===== src/core/tdrc_pkg.sv =====
// Package with constants for the tamper detect and RAM clear block.
package tdrc_pkg;
	// ****************************************
	// Timing
	// ****************************************
	localparam int CLK_HZ = 125000000;
	localparam int SAMPLE_PERIOD_S = 1;
	localparam int SAMPLE_WINDOW_US = 1000;
	localparam int WIPE_DELAY_TYP_US = 1500;
	localparam int RECOVERY_TIME_US = 200000;
	localparam int SECOND_CYCLES = CLK_HZ * SAMPLE_PERIOD_S;
	localparam int WINDOW_CYCLES = (CLK_HZ / 1000000) * SAMPLE_WINDOW_US;
	localparam int WIPE_DELAY_CYCLES = (CLK_HZ / 1000000) * WIPE_DELAY_TYP_US;
	localparam int RECOVERY_CYCLES = (CLK_HZ / 1000000) * RECOVERY_TIME_US;
	// ****************************************
	// Wipe pulse widths in seconds, selected by the two-bit width field
	// ****************************************
	localparam logic [4:0] WIPE_SECS_00 = 5'h01;
	localparam logic [4:0] WIPE_SECS_01 = 5'h04;
	localparam logic [4:0] WIPE_SECS_10 = 5'h08;
	localparam logic [4:0] WIPE_SECS_11 = 5'h10;
	// ****************************************
	// Internal user RAM
	// ****************************************
	localparam int RAM_BYTES = 128;
	localparam int RAM_AW = 7;
	// ****************************************
	// Wipe sequencer states
	// ****************************************
	typedef enum logic [3:0] {
		TDRC_IDLE = 4'h1,
		TDRC_DELAY = 4'h2,
		TDRC_PULSE = 4'h4,
		TDRC_DONE = 4'h8
	} tdrc_wipe_e;
endpackage


===== src/core/tdrc_ram.sv =====
// Internal 128-byte user RAM with a registered read port and a sweeping clear.
`timescale 1ns/1ns
module tdrc_ram
	import tdrc_pkg::*;
#(
	parameter int AW = RAM_AW,
	parameter int DEPTH = RAM_BYTES
)
(
	// Clock and reset
	input wire logic clk_in,
	input wire logic rst_in,
	// Access port
	input wire logic [AW-1:0] addr_in,
	input wire logic [7:0] wdata_in,
	input wire logic we_in,
	input wire logic re_in,
	output logic [7:0] rdata_out,
	// Clear control
	input wire logic clear_in,
	output logic clearing_out
);
	logic [7:0] mem [DEPTH];
	logic [AW-1:0] clr_ptr_q;
	logic clearing_q;

	assign clearing_out = clearing_q;

	// A clear walks through every byte, one per cycle, writing zero.
	always_ff @(posedge clk_in or posedge rst_in)
	begin
		if (rst_in)
		begin
			clearing_q <= 1'b0;
			clr_ptr_q <= '0;
		end
		else if (clear_in && !clearing_q)
		begin
			clearing_q <= 1'b1;
			clr_ptr_q <= '0;
		end
		else if (clearing_q)
		begin
			clr_ptr_q <= clr_ptr_q + 1'b1;
			if (clr_ptr_q == AW'(DEPTH - 1))
				clearing_q <= 1'b0;
		end
	end

	always_ff @(posedge clk_in)
	begin
		if (clearing_q)
			mem[clr_ptr_q] <= 8'h00;
		else if (we_in)
			mem[addr_in] <= wdata_in;
	end

	always_ff @(posedge clk_in or posedge rst_in)
	begin
		if (rst_in)
			rdata_out <= 8'h00;
		else if (re_in)
			rdata_out <= mem[addr_in];
	end
endmodule // tdrc_ram


===== src/core/tdrc_chan.sv =====
// One tamper channel: input synchroniser, trigger evaluation and flag.
`timescale 1ns/1ns
module tdrc_chan
	import tdrc_pkg::*;
(
	// Clock and reset
	input wire logic clk_in,
	input wire logic rst_in,
	// Pin and configuration
	input wire logic pin_in,
	input wire logic enable_in,
	input wire logic switch_mode_in,
	input wire logic polarity_in,
	input wire logic sample_select_in,
	input wire logic pull_strength_in,
	input wire logic osc_running_in,
	input wire logic window_in,
	input wire logic block_in,
	// Results
	output logic pull_enable_out,
	output logic pull_strong_out,
	output logic pull_up_out,
	output logic flag_out,
	output logic event_out
);
	logic sync1_q;
	logic sync2_q;
	logic flag_q;
	logic sampling;
	logic armed;
	logic hit;

	// Two-stage synchroniser; only the second stage is evaluated.
	always_ff @(posedge clk_in or posedge rst_in)
	begin
		if (rst_in)
		begin
			sync1_q <= 1'b0;
			sync2_q <= 1'b0;
		end
		else
		begin
			sync1_q <= pin_in;
			sync2_q <= sync1_q;
		end
	end

	// Sampling only in normally closed mode with a running oscillator.
	assign sampling = !switch_mode_in && sample_select_in && osc_running_in;
	assign armed = enable_in && (!sampling || window_in);
	assign hit = armed && !block_in && (sync2_q == polarity_in) && !flag_q;

	// Pull is driven only in normally closed mode while armed; it pulls toward the trigger level.
	// A closed switch overrides it, so only an opened switch lets the pin reach the trigger level.
	assign pull_enable_out = armed && !switch_mode_in && !flag_q;
	assign pull_strong_out = pull_strength_in && !switch_mode_in;
	assign pull_up_out = polarity_in;
	assign flag_out = flag_q;
	assign event_out = hit;

	// The flag is held until the enable bit is written to zero.
	always_ff @(posedge clk_in or posedge rst_in)
	begin
		if (rst_in)
			flag_q <= 1'b0;
		else if (!enable_in)
			flag_q <= 1'b0;
		else if (hit)
			flag_q <= 1'b1;
	end
endmodule // tdrc_chan


===== src/core/tdrc_top.sv =====
// Tamper detect and RAM clear control for two channels.
`timescale 1ns/1ns
module tdrc_top
	import tdrc_pkg::*;
#(
	parameter int SECOND_COUNT = SECOND_CYCLES,
	parameter int WINDOW_COUNT = WINDOW_CYCLES,
	parameter int WIPE_DELAY_COUNT = WIPE_DELAY_CYCLES,
	parameter int RECOVERY_COUNT = RECOVERY_CYCLES
)
(
	// Clock and reset
	input wire logic mclk_in,
	input wire logic sys_rst_in,
	// Tamper pins
	input wire logic tamper_input_ch1_in,
	input wire logic tamper_input_ch2_in,
	// Channel configuration
	input wire logic tamper_enable_ch1_in,
	input wire logic tamper_enable_ch2_in,
	input wire logic tamper_irq_enable_ch1_in,
	input wire logic tamper_irq_enable_ch2_in,
	input wire logic switch_mode_ch1_in,
	input wire logic switch_mode_ch2_in,
	input wire logic trigger_polarity_ch1_in,
	input wire logic trigger_polarity_ch2_in,
	input wire logic sample_select_ch1_in,
	input wire logic sample_select_ch2_in,
	input wire logic pull_strength_ch1_in,
	input wire logic pull_strength_ch2_in,
	input wire logic internal_ram_wipe_ch1_in,
	input wire logic internal_ram_wipe_ch2_in,
	input wire logic external_ram_wipe_ch1_in,
	input wire logic external_ram_wipe_ch2_in,
	input wire logic wipe_width_bit0_in,
	input wire logic wipe_width_bit1_in,
	input wire logic alarm_in_backup_enable_in,
	// System status
	input wire logic battery_mode_in,
	input wire logic oscillator_fail_flag_in,
	input wire logic flags_read_in,
	input wire logic other_reset_req_in,
	// Tamper status
	output logic tamper_flag_ch1_out,
	output logic tamper_flag_ch2_out,
	output logic irq_n_out,
	output logic clock_freeze_out,
	// Pull control per channel
	output logic [1:0] pull_enable_out,
	output logic [1:0] pull_strong_out,
	output logic [1:0] pull_up_out,
	// External wipe and reset
	output logic ext_wipe_strobe_out,
	output logic reset_n_out,
	output logic switched_supply_off_out,
	// User RAM port
	input wire logic [RAM_AW-1:0] ram_addr_in,
	input wire logic [7:0] ram_wdata_in,
	input wire logic ram_we_in,
	input wire logic ram_re_in,
	output logic [7:0] ram_rdata_out,
	output logic ram_deselect_out
);
	// ****************************************
	// Per-channel gathering
	// ****************************************
	logic [1:0] pin;
	logic [1:0] en;
	logic [1:0] irq_en;
	logic [1:0] mode;
	logic [1:0] pol;
	logic [1:0] samp;
	logic [1:0] pstr;
	logic [1:0] iwipe;
	logic [1:0] xwipe;
	logic [1:0] flag;
	logic [1:0] evt;
	logic [1:0] block;
	logic window_q;
	logic tick;
	logic [31:0] sec_cnt_q;
	logic [31:0] win_cnt_q;
	logic [1:0] deselect_q;
	logic freeze_q;
	logic irq_q;
	logic [31:0] dly_cnt_q;
	logic [31:0] rec_cnt_q;
	logic [4:0] sec_left_q;
	logic supply_off_q;
	logic ram_clearing;
	logic tamper_reset;
	logic reset_active;
	logic [4:0] width_secs;
	tdrc_wipe_e wstate_q;

	assign pin = {tamper_input_ch2_in, tamper_input_ch1_in};
	assign en = {tamper_enable_ch2_in, tamper_enable_ch1_in};
	assign irq_en = {tamper_irq_enable_ch2_in, tamper_irq_enable_ch1_in};
	assign mode = {switch_mode_ch2_in, switch_mode_ch1_in};
	assign pol = {trigger_polarity_ch2_in, trigger_polarity_ch1_in};
	assign samp = {sample_select_ch2_in, sample_select_ch1_in};
	assign pstr = {pull_strength_ch2_in, pull_strength_ch1_in};
	assign iwipe = {internal_ram_wipe_ch2_in, internal_ram_wipe_ch1_in};
	assign xwipe = {external_ram_wipe_ch2_in, external_ram_wipe_ch1_in};

	// ****************************************
	// Channels
	// ****************************************
	genvar g;
	generate
		for (g = 0; g < 2; g++)
		begin : g_chan
			// High-polarity tampers are masked while the strobe is high.
			assign block[g] = pol[g] && (wstate_q == TDRC_PULSE);
			tdrc_chan u_chan (
				.clk_in(mclk_in),
				.rst_in(sys_rst_in),
				.pin_in(pin[g]),
				.enable_in(en[g]),
				.switch_mode_in(mode[g]),
				.polarity_in(pol[g]),
				.sample_select_in(samp[g]),
				.pull_strength_in(pstr[g]),
				.osc_running_in(!oscillator_fail_flag_in),
				.window_in(window_q),
				.block_in(block[g]),
				.pull_enable_out(pull_enable_out[g]),
				.pull_strong_out(pull_strong_out[g]),
				.pull_up_out(pull_up_out[g]),
				.flag_out(flag[g]),
				.event_out(evt[g])
			);
		end
	endgenerate

	assign tamper_flag_ch1_out = flag[0];
	assign tamper_flag_ch2_out = flag[1];

	// ****************************************
	// Once-per-second sample window
	// ****************************************
	assign tick = (sec_cnt_q == 32'(SECOND_COUNT - 1));

	always_ff @(posedge mclk_in or posedge sys_rst_in)
	begin
		if (sys_rst_in)
			sec_cnt_q <= 32'h00000000;
		else if (tick)
			sec_cnt_q <= 32'h00000000;
		else
			sec_cnt_q <= sec_cnt_q + 32'h00000001;
	end

	always_ff @(posedge mclk_in or posedge sys_rst_in)
	begin
		if (sys_rst_in)
		begin
			window_q <= 1'b0;
			win_cnt_q <= 32'h00000000;
		end
		else if (tick)
		begin
			window_q <= 1'b1;
			win_cnt_q <= 32'h00000000;
		end
		else if (window_q)
		begin
			win_cnt_q <= win_cnt_q + 32'h00000001;
			if (win_cnt_q == 32'(WINDOW_COUNT - 1))
				window_q <= 1'b0;
		end
	end

	// ****************************************
	// Interrupt
	// ****************************************
	assign reset_active = (rec_cnt_q != 32'h00000000);

	always_ff @(posedge mclk_in or posedge sys_rst_in)
	begin
		if (sys_rst_in)
			irq_q <= 1'b0;
		else if (|(evt & irq_en) && (!battery_mode_in || alarm_in_backup_enable_in))
			irq_q <= 1'b1;
		else if (flags_read_in || !(|irq_en) || reset_active)
			irq_q <= 1'b0;
	end

	assign irq_n_out = !irq_q;

	// ****************************************
	// Clock freeze and internal RAM deselect
	// ****************************************
	always_ff @(posedge mclk_in or posedge sys_rst_in)
	begin
		if (sys_rst_in)
			freeze_q <= 1'b0;
		else if (|evt)
			freeze_q <= 1'b1;
		else if (!(|en))
			freeze_q <= 1'b0;
	end

	assign clock_freeze_out = freeze_q;

	generate
		for (g = 0; g < 2; g++)
		begin : g_desel
			always_ff @(posedge mclk_in or posedge sys_rst_in)
			begin
				if (sys_rst_in)
					deselect_q[g] <= 1'b0;
				else if (evt[g] && iwipe[g])
					deselect_q[g] <= 1'b1;
				else if (!en[g])
					deselect_q[g] <= 1'b0;
			end
		end
	endgenerate

	assign ram_deselect_out = (|deselect_q) || ram_clearing;

	tdrc_ram u_ram (
		.clk_in(mclk_in),
		.rst_in(sys_rst_in),
		.addr_in(ram_addr_in),
		.wdata_in(ram_wdata_in),
		.we_in(ram_we_in && !ram_deselect_out),
		.re_in(ram_re_in),
		.rdata_out(ram_rdata_out),
		.clear_in(|(evt & iwipe)),
		.clearing_out(ram_clearing)
	);

	// ****************************************
	// External wipe sequencer
	// ****************************************
	always_comb
	begin
		case ({wipe_width_bit1_in, wipe_width_bit0_in})
			2'b00: width_secs = WIPE_SECS_00;
			2'b01: width_secs = WIPE_SECS_01;
			2'b10: width_secs = WIPE_SECS_10;
			default: width_secs = WIPE_SECS_11;
		endcase
	end

	always_ff @(posedge mclk_in or posedge sys_rst_in)
	begin
		if (sys_rst_in)
		begin
			wstate_q <= TDRC_IDLE;
			dly_cnt_q <= 32'h00000000;
			sec_left_q <= 5'h00;
		end
		else
		begin
			case (wstate_q)
				TDRC_IDLE:
					if (|(evt & xwipe))
					begin
						wstate_q <= TDRC_DELAY;
						dly_cnt_q <= 32'h00000000;
					end
				TDRC_DELAY:
				begin
					dly_cnt_q <= dly_cnt_q + 32'h00000001;
					if (dly_cnt_q == 32'(WIPE_DELAY_COUNT - 1))
					begin
						wstate_q <= TDRC_PULSE;
						dly_cnt_q <= 32'h00000000;
						sec_left_q <= width_secs;
					end
				end
				TDRC_PULSE:
				begin
					dly_cnt_q <= dly_cnt_q + 32'h00000001;
					if (dly_cnt_q == 32'(SECOND_COUNT - 1))
					begin
						dly_cnt_q <= 32'h00000000;
						sec_left_q <= sec_left_q - 5'h01;
						if (sec_left_q == 5'h01)
							wstate_q <= TDRC_DONE;
					end
				end
				TDRC_DONE:
					if (!(|(en & xwipe)))
						wstate_q <= TDRC_IDLE;
				default:
					wstate_q <= TDRC_IDLE;
			endcase
		end
	end

	assign ext_wipe_strobe_out = (wstate_q == TDRC_PULSE);

	// ****************************************
	// Reset output and supply disconnect
	// ****************************************
	assign tamper_reset = |(evt & xwipe);

	always_ff @(posedge mclk_in or posedge sys_rst_in)
	begin
		if (sys_rst_in)
			rec_cnt_q <= 32'h00000000;
		else if (tamper_reset || other_reset_req_in)
			rec_cnt_q <= 32'(RECOVERY_COUNT);
		else if (reset_active)
			rec_cnt_q <= rec_cnt_q - 32'h00000001;
	end

	assign reset_n_out = !reset_active;

	always_ff @(posedge mclk_in or posedge sys_rst_in)
	begin
		if (sys_rst_in)
			supply_off_q <= 1'b0;
		else if (tamper_reset && battery_mode_in)
			supply_off_q <= 1'b1;
		else if (!battery_mode_in && wstate_q == TDRC_IDLE)
			supply_off_q <= 1'b0;
	end

	assign switched_supply_off_out = supply_off_q;
endmodule // tdrc_top


===== config.mk =====
export PLATFORM = sky130hd
export DESIGN_NAME = tdrc_top
export DESIGN_NICKNAME = d
export VERILOG_FILES = /design/src/core/tdrc_pkg.sv /design/src/core/tdrc_ram.sv /design/src/core/tdrc_chan.sv /design/src/core/tdrc_top.sv
export SDC_FILE = /design/constraint.sdc
export NUM_CORES = 1
export LEC_CHECK = 0
export ABC_AREA = 1
export BUFFER_PORTS_ARGS = -buffer_cell sky130_fd_sc_hd__buf_2
export CORE_UTILIZATION = 40
export DETAILED_ROUTE_END_ITERATION = 8
export HOLD_SLACK_MARGIN = 0.15
export PLACE_DENSITY = 0.56
export SLEW_MARGIN = 10
export SYNTH_ARGS = -nofsm -noshare
export SYNTH_HDL_FRONTEND = slang
export SYNTH_HIERARCHICAL = 1
export SYNTH_SLANG_ARGS = --single-unit
export TNS_END_PERCENT = 5

===== constraint.sdc =====
create_clock -name mclk_in -period 15.15 [get_ports mclk_in]
set_clock_uncertainty 0.1 [all_clocks]
set_input_delay 2.2725 -clock mclk_in [delete_from_list [all_inputs] [get_ports mclk_in]]
set_output_delay 2.2725 -clock mclk_in [all_outputs]
set_load 0.03 [all_outputs]

Word-level counts from Yosys, hierarchy flattened
Memories as Yosys holds them, arrays and structs flattened. A register that Yosys moved wholly into a read port is not among the register bits. Cells that the tools add are included.

Bits in registers: 157. RAM bits: 1024. Input bits: 44. Word-level logic and storage cells: 174. Memories: 1.

Add/sub/neg operators: 6. Equal/unequal tests: 24. Mux-type cells: 49. Bitwise logic cells: 4. Reductions and logical operators: 70.

Memories: u_ram.mem (depth 128, width 8, rd ports 1, clocked after Yosys merged registers in 1, write ports 1, RTL line tdrc_ram.sv:23) `logic [7:0] mem [DEPTH];`.

Operators with widths (number): 32-bit two-way mux (8); 32-bit by 1-bit adder with 32-bit output, second input constant (3); 32-bit case mux with 3 select lines (1); 32-bit by 27-bit == test with 1-bit output, second input constant (2); 32-bit by 17-bit == test with 1-bit output, second input constant (1); 32-bit by 18-bit == test with 1-bit output, second input constant (1); 32-bit nonzero test (1); 32-bit by 1-bit subtractor with 32-bit output, second input constant (1); 1-bit logical AND (27); 1-bit two-way mux (26); 7-bit two-way mux (3); 4-bit two-way mux (5); 4-bit case mux with 4 select lines (1); 2-bit OR reduction (8); 1-bit zero test (15); 5-bit case mux with 3 select lines (1); 2-bit by 1-bit != test with 1-bit output, second input constant (6); 2-bit nonzero test (6); 5-bit two-way mux (2); 5-bit case mux with 2 select lines (1); 2-bit bitwise AND (4); 8-bit two-way mux (1); 2-bit != test, second input constant (4); 8-bit OR reduction (1); other kinds (17) (24).

Longest topological paths before layout
Word-level depth: 13. Depth in mapped cells: 17. Depth with buffers taken out: 16.

By module
The synthesis kept the hierarchy.

Modules (own cells, without submodules): tdrc_ram (times used 1, cells each 3622, area each 42520.8 um^2, sequential area each 31149.9 um^2); tdrc_top (times used 1, cells each 1453, area each 9454.1 um^2, sequential area each 3579.7 um^2); tdrc_chan (times used 2, cells each 26, area each 175.2 um^2, sequential area each 75.1 um^2).

Worst setup path after synthesis
Ideal clock, no wire load.

Path kind: in2reg. From: input port ram_we_in. To: memory u_ram.mem[0][0] (data pin). Arrival time: 5.871 ns. Required time: 14.250 ns. Setup slack: 8.378 ns. Cell stages on the path: 6. Buffers on the path: 2. Cell sequence: inv_1 -> nor2_1 -> nand2_4 -> buf_8 -> buf_6 -> nor2_1.

Word-level cells in the longest chain between the ends: 6.

RTL lines: start: declaration (RTL line tdrc_top.sv:59) `input wire logic ram_we_in,`; 1-bit logical AND (RTL line tdrc_top.sv:228) `.we_in(ram_we_in && !ram_deselect_out),`; 1-bit two-way mux (RTL line tdrc_ram.sv:54) `else if (we_in)`; 1-bit two-way mux (RTL line tdrc_ram.sv:52) `if (clearing_q)`; 1-bit two-way mux (implied by the code) (RTL line tdrc_ram.sv:55) `mem[addr_in] <= wdata_in;`; 8-bit OR reduction (no line); 8-bit two-way mux (no line); end: declaration (RTL line tdrc_ram.sv:23).

Every way passes these cells.

==> results.ini <==
[outcome]
outcome = completed

[floorplan]
dieArea_um2 = 132000
die_w_um = 364
fp-row-count = 132
coreArea_um2 = 130000
initial_core_util_pct = 40.4
die_h_um = 364
io_pins = 66

[worst_setup_path]
cp_cell_sequence = buf_8 > inv_8 > buf_4 > buf_4 > nand2_1 > nand3_1 > nand3_1 > nand3_1 > nand3_1 > nand2_1 > nand2_1 > nand3_1 > nand3_1 > nand2_1
worstSetupEndpointType = flop
arrival_ns = 5.93
critPathMostFrequentCell = nand3_1
crit_buf_inv = 4
slowest_delay_ns = 0.76
cp_max_fo = 159
worstSetupPathType = in2reg
start_kind = input port
worstRegToRegCells = 9
cp.depth = 14
required_ns = 15.73
crit_family = buffers and inverters
crit_path_top_delay_cell = buf_4

[cts]
cts_sinks = 1189
cts_resized = 0
hold_buffers = 0
clockBufferDepth = 3
insertion_delay_ns = 0.74
cts_tree = yes
numCtsBuffers = 121
cts_setup_buffers = 0
path_clk_slew_ns = 0.06
h-tree-depth = 3
clockRootBuffer = clkbuf_16

[yosys]
synth_most_common_cell = nand2_1
ys_top_cells_by_count = nand2_1, nand3_1, edfxtp_1
post_synth.cell_area_avg_um2 = 10.2
synth-edff-count = 1024
yosysTopAreaCellShare_pct = 58.8
yosys.area.top_type = edfxtp_1
ys_async_sr_fraction_pct = 13.9
synth-main-ff-cell = edfxtp_1
syn_nets = 5178
ys_warn_count = 6
synth_area_um2 = 52300
synth-seq-cells = 1189
ys_types = 43
yosysSeqAreaShare_pct = 66.7
synth_top_cells_by_area = edfxtp_1, nand2_1, nand3_1, dfrtp_1, nor2_1
synth_cells = 5127

[timing]
period_needed_ns = 5.35
holdWs_ns = 0.252
relSlewSlack_pct = 20.9
tns_ns = 0
slew_violations = 0
worst_pin_slew_ns = 1.19
fmax_mhz = 187
setup-violations-final = 0
hold_viol = 0
final.period_utilization_pct = 35.3
rsz0062_at_grt = false

[min_path]
hold_path.class = reg2reg
whs_path_depth = 0

[route]
ant_nets = 0
avgViaCountPerCell = 5.30
drc = 0
vias = 36800
post_drt_wl_per_cell_um = 20.6
dr.first_iter.drc_count = 3813
wirelength_um = 143000
firstDrtPassIters = 5

[grt]
grt_pass1_vias = 35400
grt_overflow = 0
grt_first_pass_wirelength_um = 219000
antenna_found_initial = 4
grt_max_degree = 227
grt.total_usage_pct = 21.6

[pwr]
p_leak_uw = 0.0220
ir_worst_vdd_v = 0.0000975
power.density_nw_per_um2 = 128
p_total_uw = 7420

[cells_and_area]
diodes = 0
synthToLayoutAreaGrowth_pct = 11.0
final_cell_count_no_fill = 6946
nNetsFinal = 5148
n_fill_cell = 12200
layout-drive-gt1-share_pct = 7.67

[run]
cap_violations = 0

[place]
hpwlAfterDp_um = 82800
dpl.cell_count = 6716
portBuffers = 65
place_congestion = 0.864

## path summary, 6_finish.rpt
kind	end	slack [ns]	from
min in group asynchronous	g_chan[0].u_chan/flag_out	1.42	sys_rst_in
min	g_chan[0].u_chan/sync2_q	0.25	g_chan[0].u_chan/sync1_q
min reg2reg	g_chan[0].u_chan/sync2_q	0.25	g_chan[0].u_chan/sync1_q
max in group asynchronous	rec_cnt_q[21]	11.96	sys_rst_in
max reg2reg	u_ram/mem[108][0]	10.78	u_ram/clearing_out
max	u_ram/rdata_out[6]	9.80	ram_addr_in[0]
## per-stage QoR
| stage | utilization, % | cell area (um^2) | setup slack [ns] |
|---|---|---|---|
| finish | 44.8 | 58100 | 9.80 |
| global route | 44.8 | 58100 | 9.63 |
| CTS | 44.8 | 58100 | 9.83 |
| detailed placement | 41.7 | 54000 | 9.03 |
| global placement | 41.7 | 54000 | 9.11 |
| floorplan | - | 52300 | 8.38 |
## cell type report
class	instances	area, um^2	share of cell area [%]
timing repair buffer	105	697	1.20
multi-input combinational	3416	15300	26.3
sequential	1189	34900	60.1
clock inverter	86	867	1.49
tap	1742	2180	3.75
clock buffer	144	3160	5.44
inverter	264	1020	1.75
## report_power, final
part / switching (uW) / internal, uW
Sequential: 42.7 / 3650
Combinational: 562 / 149
Clock: 1290 / 1730
## state kept, by name, indices dropped and copies added (netlist names), 2 cells and up
name,flops
deselect_q,2
u_ram/clr_ptr_q,7
u_ram/rdata_out,8
dly_cnt_q,32
sec_cnt_q,32
u_ram/mem,1024
win_cnt_q,32
rec_cnt_q,32
g_chan.u_chan/sync2_q,2
wstate_q,4
sec_left_q,5
g_chan.u_chan/flag_out,2
g_chan.u_chan/sync1_q,2
## routing by layer
| metal | global-route usage [%] | routed length (um) | vias to the layer above |
|---|---|---|---|
| met4 | 5.20 | 3110 | 8 |
| met3 | 3.58 | 9650 | 202 |
| met5 | 0 | 55 | - |
| li1 | - | - | 17400 |
| met2 | 33.9 | 65700 | 1225 |
| met1 | 31.1 | 64600 | 18000 |
## cell usage in the layout (no fill, tap or decap), types with 4 or more instances in the layout
master,synthesis,routed
buf_12,0,4
o21ai_0,33,33
o211ai_1,7,7
o21ai_1,6,6
clkinv_2,0,24
nand2_4,5,5
nor2_1,430,422
nand2_1,1571,1568
nor2_2,25,25
a21oi_1,27,27
nand2_2,13,16
clkbuf_1,64,21
nand3b_1,7,7
edfxtp_1,1024,1024
nor2_4,8,16
nor3b_1,4,4
buf_2,163,62
dfrtp_1,164,164
o21ai_2,6,6
clkbuf_16,0,123
buf_4,8,37
nor3_1,42,42
nor3_2,13,13
clkinv_1,1,34
nand4_1,37,37
ha_1,7,7
bufinv_16,0,14
inv_1,239,236
nand3_1,1117,1117
clkinvlp_4,0,6
xor2_1,35,35
inv_2,23,22
## kinds of logic (layout without fill, tap and decap cells)
group	after synthesis	count (layout)	synth area share [%]
AO/OA/AOI/OAI	87	87	0.961
XOR/XNOR	38	38	0.636
adder cells (fa/ha/maj)	7	7	0.167
buffers and inverters	522	599	4.30
flip-flops	1189	1189	66.7
AND/OR/NAND/NOR	3284	3284	27.3
(Power assumes the default switching activity.)
